==> src/inc/remote_port_defs.vh <==
// Constants for the remote serial port and lockout block
// Assumes a 10 MHz core clock and a classic Wishbone slave
`ifndef REMOTE_PORT_DEFS_VH
`define REMOTE_PORT_DEFS_VH
`define CLK_HZ 32'd10000000
`define BAUD_1200 32'd1200
`define BAUD_2400 32'd2400
`define BAUD_9600 32'd9600
`define BAUD_19200 32'd19200
`define ADR_CONFIG 4'h0
`define ADR_STATUS 4'h1
`define ADR_TXDATA 4'h2
`define ADR_RXDATA 4'h3
`define ADR_LOCKCMD 4'h4
`define ADR_BUSMSG 4'h5
`define ADR_CAPS 4'h6
`define CFG_RESET 16'h0002
`define CAPS_VALUE 16'h007F
`define CH_LF 8'h0A
`define CH_XON 8'h11
`define CH_XOFF 8'h13
`define CH_SPACE 8'h20
`define CH_DEL 8'h7F
`endif

==> src/rtl/remote_port_and_lockout.v <==
// Serial remote port, remote/local state and front panel lockout
// Assumes a classic Wishbone master on core_clk and rxd synchronous to core_clk
//
// Chosen here: the Wishbone register port and the address map.
`include "remote_port_defs.vh"
`timescale 1ns/1ps
module remote_port_and_lockout #(
  parameter CLK_RATE = `CLK_HZ
) (
  input wire core_clk,
  input wire rstn,
  input wire wb_cyc_i,
  input wire wb_stb_i,
  input wire wb_we_i,
  input wire [5:0] wb_adr_i,
  input wire [3:0] wb_sel_i,
  input wire [31:0] wb_dat_i,
  output reg [31:0] wb_dat_o,
  output reg wb_ack_o,
  input wire rxd,
  output reg txd,
  output reg rts,
  output reg keyEnable,
  output reg displayEnable,
  output reg remoteMode
);
  // ==========================================================
  // Registers
  reg [15:0] cfgReg;
  reg [7:0] rxDataReg;
  reg rxValidReg;
  reg rxLineEndReg;
  reg rxOverrunReg;
  reg rxParityErrReg;
  reg rxFrameErrReg;
  reg txPausedReg;
  reg busLockReg;
  reg klockReg;
  reg dispOffReg;
  reg [7:0] txHoldReg;
  reg txHoldFullReg;
  wire [1:0] baudSel = cfgReg[1:0];
  wire eightBits = cfgReg[2];
  wire twoStops = cfgReg[3];
  wire parityOn = cfgReg[4];
  wire parityOdd = cfgReg[5];
  wire [4:0] busAddr = cfgReg[12:8];
  wire [3:0] regIdx = wb_adr_i[5:2];
  wire busReq = wb_cyc_i & wb_stb_i & ~wb_ack_o;
  wire wrReq = busReq & wb_we_i & wb_sel_i[0];
  // ==========================================================
  // Bit timing
  reg [31:0] divisor;
  always @* begin
    case (baudSel)
      2'd0: divisor = CLK_RATE / `BAUD_1200;
      2'd1: divisor = CLK_RATE / `BAUD_2400;
      2'd2: divisor = CLK_RATE / `BAUD_9600;
      default: divisor = CLK_RATE / `BAUD_19200;
    endcase
  end
  // Counters run from the load value down to zero, so load one less than the bit time
  wire [15:0] bitTicks = divisor[15:0] - 16'h0001;
  wire [15:0] halfTicks = {1'b0, divisor[15:1]} - 16'h0001;
  wire [3:0] dataBits = eightBits ? 4'd8 : 4'd7;
  // ==========================================================
  // Receiver
  localparam RX_IDLE = 2'd0;
  localparam RX_START = 2'd1;
  localparam RX_DATA = 2'd2;
  localparam RX_STOP = 2'd3;
  reg [1:0] rxState;
  reg [15:0] rxCnt;
  reg [3:0] rxBit;
  reg [7:0] rxShift;
  reg rxPar;
  reg rxGotPar;
  wire [7:0] rxChar = eightBits ? rxShift : {1'b0, rxShift[7:1]};
  wire rxCtrl = (rxChar < `CH_SPACE) | (rxChar == `CH_DEL);
  wire rxRead = busReq & ~wb_we_i & (regIdx == `ADR_RXDATA);
  reg rxDone;
  always @(posedge core_clk or negedge rstn) begin
    if (!rstn) begin
      rxState <= RX_IDLE;
      rxCnt <= 16'h0000;
      rxBit <= 4'h0;
      rxShift <= 8'h00;
      rxPar <= 1'b0;
      rxGotPar <= 1'b0;
      rxDone <= 1'b0;
      rxFrameErrReg <= 1'b0;
      rxParityErrReg <= 1'b0;
    end else begin
      rxDone <= 1'b0;
      case (rxState)
        RX_IDLE: begin
          if (!rxd) begin
            rxState <= RX_START;
            rxCnt <= halfTicks;
          end
        end
        RX_START: begin
          if (rxCnt != 16'h0000) begin
            rxCnt <= rxCnt - 16'h0001;
          end else if (rxd) begin
            rxState <= RX_IDLE;
          end else begin
            rxState <= RX_DATA;
            rxCnt <= bitTicks;
            rxBit <= 4'h0;
            rxPar <= parityOdd;
          end
        end
        RX_DATA: begin
          if (rxCnt != 16'h0000) begin
            rxCnt <= rxCnt - 16'h0001;
          end else begin
            rxCnt <= bitTicks;
            rxBit <= rxBit + 4'h1;
            if (rxBit < dataBits) begin
              rxShift <= {rxd, rxShift[7:1]};
              rxPar <= rxPar ^ rxd;
            end else begin
              rxGotPar <= rxd;
            end
            if (rxBit == dataBits - {3'b000, ~parityOn}) begin
              rxState <= RX_STOP;
            end
          end
        end
        RX_STOP: begin
          if (rxCnt != 16'h0000) begin
            rxCnt <= rxCnt - 16'h0001;
          end else begin
            rxState <= RX_IDLE;
            rxDone <= 1'b1;
            rxFrameErrReg <= ~rxd;
            rxParityErrReg <= parityOn & (rxGotPar != rxPar);
          end
        end
        default: rxState <= RX_IDLE;
      endcase
    end
  end
  wire rxFlow = rxDone & ((rxChar == `CH_XON) | (rxChar == `CH_XOFF));
  wire rxKeep = rxDone & ~rxFlow & (~rxCtrl | (rxChar == `CH_LF));
  always @(posedge core_clk or negedge rstn) begin
    if (!rstn) begin
      rxDataReg <= 8'h00;
      rxValidReg <= 1'b0;
      rxLineEndReg <= 1'b0;
      rxOverrunReg <= 1'b0;
      txPausedReg <= 1'b0;
    end else begin
      if (rxFlow) begin
        txPausedReg <= (rxChar == `CH_XOFF);
      end
      if (rxKeep) begin
        rxDataReg <= rxChar;
        rxValidReg <= 1'b1;
        rxLineEndReg <= (rxChar == `CH_LF);
        rxOverrunReg <= rxOverrunReg | rxValidReg;
      end else if (rxRead) begin
        rxValidReg <= 1'b0;
        rxOverrunReg <= 1'b0;
      end
    end
  end
  // ==========================================================
  // Transmitter
  localparam TX_IDLE = 2'd0;
  localparam TX_SEND = 2'd1;
  reg [1:0] txState;
  reg [15:0] txCnt;
  reg [11:0] txShift;
  reg [3:0] txLeft;
  wire txWrite = wrReq & (regIdx == `ADR_TXDATA);
  wire [7:0] txMasked = eightBits ? txHoldReg : {1'b0, txHoldReg[6:0]};
  wire txParBit = (^txMasked) ^ parityOdd;
  wire [3:0] txLen = dataBits + {3'b000, parityOn} + {3'b000, twoStops} + 4'd2;
  reg [11:0] txFrame;
  always @* begin
    txFrame = 12'hFFF;
    if (eightBits) begin
      txFrame[8:1] = txMasked;
      if (parityOn) begin
        txFrame[9] = txParBit;
      end
    end else begin
      txFrame[7:1] = txMasked[6:0];
      if (parityOn) begin
        txFrame[8] = txParBit;
      end
    end
    txFrame[0] = 1'b0;
  end
  always @(posedge core_clk or negedge rstn) begin
    if (!rstn) begin
      txState <= TX_IDLE;
      txCnt <= 16'h0000;
      txShift <= 12'hFFF;
      txLeft <= 4'h0;
      txd <= 1'b1;
      txHoldReg <= 8'h00;
      txHoldFullReg <= 1'b0;
      rts <= 1'b0;
    end else begin
      rts <= 1'b1;
      if (txWrite && !txHoldFullReg) begin
        txHoldReg <= wb_dat_i[7:0];
        txHoldFullReg <= 1'b1;
      end
      case (txState)
        TX_IDLE: begin
          txd <= 1'b1;
          if (txHoldFullReg && !txPausedReg) begin
            txShift <= txFrame;
            txLeft <= txLen;
            txCnt <= bitTicks;
            txHoldFullReg <= 1'b0;
            txState <= TX_SEND;
          end
        end
        TX_SEND: begin
          txd <= txShift[0];
          if (txCnt != 16'h0000) begin
            txCnt <= txCnt - 16'h0001;
          end else begin
            txCnt <= bitTicks;
            txShift <= {1'b1, txShift[11:1]};
            txLeft <= txLeft - 4'h1;
            if (txLeft == 4'h1) begin
              txState <= TX_IDLE;
            end
          end
        end
        default: txState <= TX_IDLE;
      endcase
    end
  end
  // ==========================================================
  // Lockout control
  wire lockWr = wrReq & (regIdx == `ADR_LOCKCMD);
  wire msgWr = wrReq & (regIdx == `ADR_BUSMSG);
  always @(posedge core_clk or negedge rstn) begin
    if (!rstn) begin
      busLockReg <= 1'b0;
      klockReg <= 1'b0;
      dispOffReg <= 1'b0;
      remoteMode <= 1'b0;
      keyEnable <= 1'b1;
      displayEnable <= 1'b1;
    end else begin
      if (msgWr) begin
        if (wb_dat_i[0]) begin
          remoteMode <= 1'b1;
        end
        if (wb_dat_i[1]) begin
          busLockReg <= 1'b1;
        end
        if (wb_dat_i[2] || wb_dat_i[3]) begin
          busLockReg <= 1'b0;
          remoteMode <= 1'b0;
        end
      end
      if (lockWr) begin
        if (wb_dat_i[0]) begin
          klockReg <= 1'b1;
        end else if (wb_dat_i[1]) begin
          klockReg <= 1'b0;
        end
        if (wb_dat_i[2] || wb_dat_i[3]) begin
          dispOffReg <= 1'b1;
        end else if (wb_dat_i[4]) begin
          dispOffReg <= 1'b0;
        end
      end
      keyEnable <= ~(busLockReg | klockReg | dispOffReg);
      displayEnable <= ~dispOffReg;
    end
  end
  // ==========================================================
  // Wishbone slave
  wire [15:0] statusWord = {4'h0, busLockReg, klockReg, dispOffReg, remoteMode,
    txHoldFullReg, txPausedReg, rxLineEndReg, rxFrameErrReg, rxParityErrReg,
    rxOverrunReg, ~txHoldFullReg, rxValidReg};
  always @(posedge core_clk or negedge rstn) begin
    if (!rstn) begin
      wb_ack_o <= 1'b0;
      wb_dat_o <= 32'h0000_0000;
      cfgReg <= `CFG_RESET;
    end else begin
      wb_ack_o <= busReq;
      if (wrReq && regIdx == `ADR_CONFIG) begin
        cfgReg <= {wb_sel_i[1] ? wb_dat_i[15:8] : cfgReg[15:8], wb_dat_i[7:0]};
      end
      if (busReq && !wb_we_i) begin
        case (regIdx)
          `ADR_CONFIG: wb_dat_o <= {16'h0000, cfgReg};
          `ADR_STATUS: wb_dat_o <= {16'h0000, statusWord};
          `ADR_TXDATA: wb_dat_o <= {24'h000000, txHoldReg};
          `ADR_RXDATA: wb_dat_o <= {24'h000000, rxDataReg};
          `ADR_CAPS: wb_dat_o <= {16'h0000, `CAPS_VALUE};
          default: wb_dat_o <= 32'h0000_0000;
        endcase
      end
    end
  end
  wire unusedAddr = busAddr[0];
endmodule

==> config.mk <==
export PLATFORM = sky130hd
export DESIGN_NAME = remote_port_and_lockout
export DESIGN_NICKNAME = d
export VERILOG_FILES = /design/src/rtl/remote_port_and_lockout.v
export VERILOG_INCLUDE_DIRS = /design/src /design/src/inc
export SDC_FILE = /design/constraint.sdc
export NUM_CORES = 1
export LEC_CHECK = 0
export ABC_AREA = 1
export BUFFER_PORTS_ARGS = -buffer_cell sky130_fd_sc_hd__buf_2
export CAP_MARGIN = 20
export CORE_UTILIZATION = 53
export CTS_BUF_LIST = sky130_fd_sc_hd__clkbuf_16
export CTS_CLUSTER_DIAMETER = 200
export DETAILED_ROUTE_END_ITERATION = 7
export HOLD_SLACK_MARGIN = 0.03
export PLACE_DENSITY_LB_ADDON = 0.08
export SKIP_CTS_REPAIR_TIMING = 1
export SLEW_MARGIN = 20
export SYNTH_ARGS = -nofsm -noshare
export SYNTH_HDL_FRONTEND = slang
export SYNTH_SLANG_ARGS = --single-unit
==> constraint.sdc <==
create_clock -name core_clk -period 2.9 [get_ports core_clk]
set_clock_uncertainty 0.2 [all_clocks]
set_input_delay 0 -clock core_clk [delete_from_list [all_inputs] [get_ports core_clk]]
set_output_delay 0 -clock core_clk [all_outputs]
set_load 0.005 [all_outputs]
==> qor.yml <==
synth:
  ys_types: 46
  synthArstFlopShare: 1.00
  synthDominantCellAreaShare: 0.385
  ys_seq_area_frac: 0.435
  yosysMostFrequentCell: "nand2_1"
  synth.ff_latch_count: 128
  yosys-top-cells-count: "269 x nand2_1, 114 x dfrtp_1, 104 x inv_1, 99 x nor2_1, 94 x o21ai_0"
  synth-main-ff-cell: "dfrtp_1"
  postSynthCellCount: 974
  synth-edff-count: 0
  yosys_warnings: 0
  synthTopCellsByArea: "dfrtp_1 39%, nand2_1 14%, o21ai_0 6.4%"
  syn_area_mm2: 0.00741
  syn_area_per_cell_um2: 7.60
  synth_largest_area_cell: "dfrtp_1"
placement:
  dp_hpwl_mm: 12.3
  portBuffers: 49
  place_inst: 1185
  place_congestion: 0.871
  pre_cts_ws_ps: 514
route:
  dr.pass1.iters: 5
  drt_iter0_markers: 572
  drc: 0
  drt_wl_total_mm: 17.7
  wl_per_cell_um: 14.2
  vias: 6460
  via_per_inst: 5.18
  ant_nets: 0
worst_setup_path:
  cp_cell_sequence: "dlygate4sd3_1 -> buf_2 -> nor2_1 -> dlygate4sd3_1 -> nand2_2 -> clkinv_1 -> nand3_1 -> mux2_2"
  crit_required_ps: 3010
  cp_top_family: "buffers and inverters"
  slowest_stage: "dlygate4sd3_1"
  timing.rr.start: "wb_ack_o"
  worstPathMaxFanout: 12
  cp_common_cell: "dlygate4sd3_1"
  start_kind: "input pin"
  cp.arrival_ps: 2790
  crit_buf_inv: 4
  criticalPathCategory: "in -> reg"
  crit_cells: 8
  endpoint: "cfgReg[13]"
  reg2reg_slack_ps: 270
  reg2reg_to: "cfgReg[13]"
  crit_start: "wb_adr_i[2]"
  slowest_delay_ps: 580
  endpoint_kind: "flip-flop"
  rr_worst_depth: 6
sta:
  rsz0062_at_grt: "no"
  relSlewSlack: 0.559
  drv_slew: 0
  setup_slack_ps: 223
  max_freq_ghz: 0.374
  period_share: 0.923
  setup-violations-final: 0
  setup-tns-final_ps: 0
  fin_crit_ps: 2680
  tightest_slew_ps: 660
  hold_viol: 0
layout:
  fin_cells: 1247
  drive_gt1_frac: 0.113
  area_growth_pct: 15.9
  fin_nets: 1132
  diodes: 0
power_and_ir_drop:
  leakagePower_uw: 0.00431
  combPwrFrac: 0.077
  p_seq_frac: 0.469
  p_switching_uw: 994
  vdd_drop_max_uv: 475
  swShare: 0.248
  intPower_uw: 3010
  clkPwrFrac: 0.454
  power_density_mw_per_mm2: 467
die:
  fp.coreArea_mm2: 0.0135
  dieArea_mm2: 0.0145
  ioPinCount: 86
  die_x_um: 120
  die_h_um: 120
  rows: 42
  start_util: 0.551
global_route:
  grt_max_degree: 66
  grt_pass1_vias: 5743
  track_usage: 0.251
  globalRoute.totalOverflow: 0
  antenna_found_initial: 0
  grt_pass1_wl_mm: 28.2
cts:
  numCtsBuffers: 17
  clk_pin_slew_worst_paths_ps: 60
  clock_path_buffers: 2
  cts_root_buf: "clkbuf_16"
  htree_levels: 4
  cts_tree: "done"
  clock_latency_ps: 430
  cts.sinks: 128
job:
  cap_violations: 0
min_path:
  hp-class: "in -> reg"
run_status:
  status: "finished, final reports clean"
==> final cells by class <==
cell class | count | area (um^2)
clock inverter | 15 | 68.8
tap | 176 | 220
sequential | 128 | 3220
clock buffer | 17 | 425
timing repair buffer | 88 | 637
fill | 1240 | 4870
multi-input combinational | 715 | 3600
inverter | 108 | 410
==> metal layers <==
layer | global-route usage | wire [um] | share of wire | vias up
met5 | 0 | 0 | 0 | -
met4 | 0.0841 | 321 | 0.018 | 0
met3 | 0.0467 | 817 | 0.046 | 29
met2 | 0.381 | 8040 | 0.45 | 151
met1 | 0.360 | 8530 | 0.48 | 2991
li1 | - | - | - | 3289
==> how the worst min path moves through the flow <==
| stage | startpoint | endpoint | cells after the start |
|---|---|---|---|
| CTS | rstn | txCnt[7] | 1 |
| detailed placement | rstn | txCnt[7] | 1 |
| floorplan | rstn | async pin | 0 |
| finish | wb_sel_i[1] | cfgReg[10] | 3 |
| global route | wb_sel_i[1] | cfgReg[10] | 3 |
| global placement | rstn | txCnt[13] | 1 |
==> worst min-delay path: stages <==
cell     delay [ps]
buf_2           110
nand3_1         390
a21oi_1         130
==> power groups by stage <==
stage	clock network, uW	logic [uW]	registers, uW
global placement	0	268	1910
global route	1920	351	1880
detailed placement	0	271	1910
floorplan	0	161	1900
finish	1820	309	1880
CTS	1840	273	1880
==> logic make-up after synthesis <==
group	after synthesis	share of synthesized area
multiplexers	4	0.00608
buffers and inverters	146	0.0863
adder cells (fa/ha/maj)	26	0.0449
AND/OR/NAND/NOR	481	0.276
other	2	0.00101
XOR/XNOR	27	0.0319
AO/OA/AOI/OAI	160	0.119
flip-flops	128	0.435
==> state kept, by name, summed over array words and instances (netlist names), 4 cells and up, named ones only <==
register,cells
rxDataReg,8
txLeft,4
txCnt,16
rxShift,8
cfgReg,16
txHoldReg,8
wb_dat_o,16
txShift,10
rxBit,4
rxCnt,16
==> metrics by stage <==
step                hold WS [ps]  cell area [um^2]   util  total power [uW]
global placement            -172              7770  0.578              2170
global route                95.5              8580  0.638              4160
floorplan                   -496              7460      -              2060
CTS                         -618              8270  0.614              4000
detailed placement          -171              7770  0.578              2180
finish                      42.2              8580  0.638              4010
==> layout by cell type, fill, tap and decap left out, types with 4 or more instances in the layout <==
| cell | n |
|---|---|
| clkinv_2 | 4 |
| mux2_2 | 4 |
| nand2_1 | 269 |
| dlygate4sd3_1 | 29 |
| nand3_1 | 74 |
| inv_1 | 109 |
| dfrtp_1 | 114 |
| dfstp_2 | 14 |
| nor3_1 | 6 |
| nand4_1 | 12 |
| nor2_1 | 99 |
| o21ai_1 | 9 |
| ha_1 | 25 |
| a21oi_1 | 21 |
| buf_4 | 9 |
| o22ai_1 | 8 |
| o21ai_0 | 94 |
| conb_1 | 17 |
| o31ai_1 | 10 |
| xor2_1 | 16 |
| nand2_4 | 4 |
| buf_2 | 48 |
| clkinv_1 | 5 |
| nor2_2 | 4 |
| xnor2_1 | 11 |
| clkbuf_16 | 17 |
(Power assumes the default switching activity.)
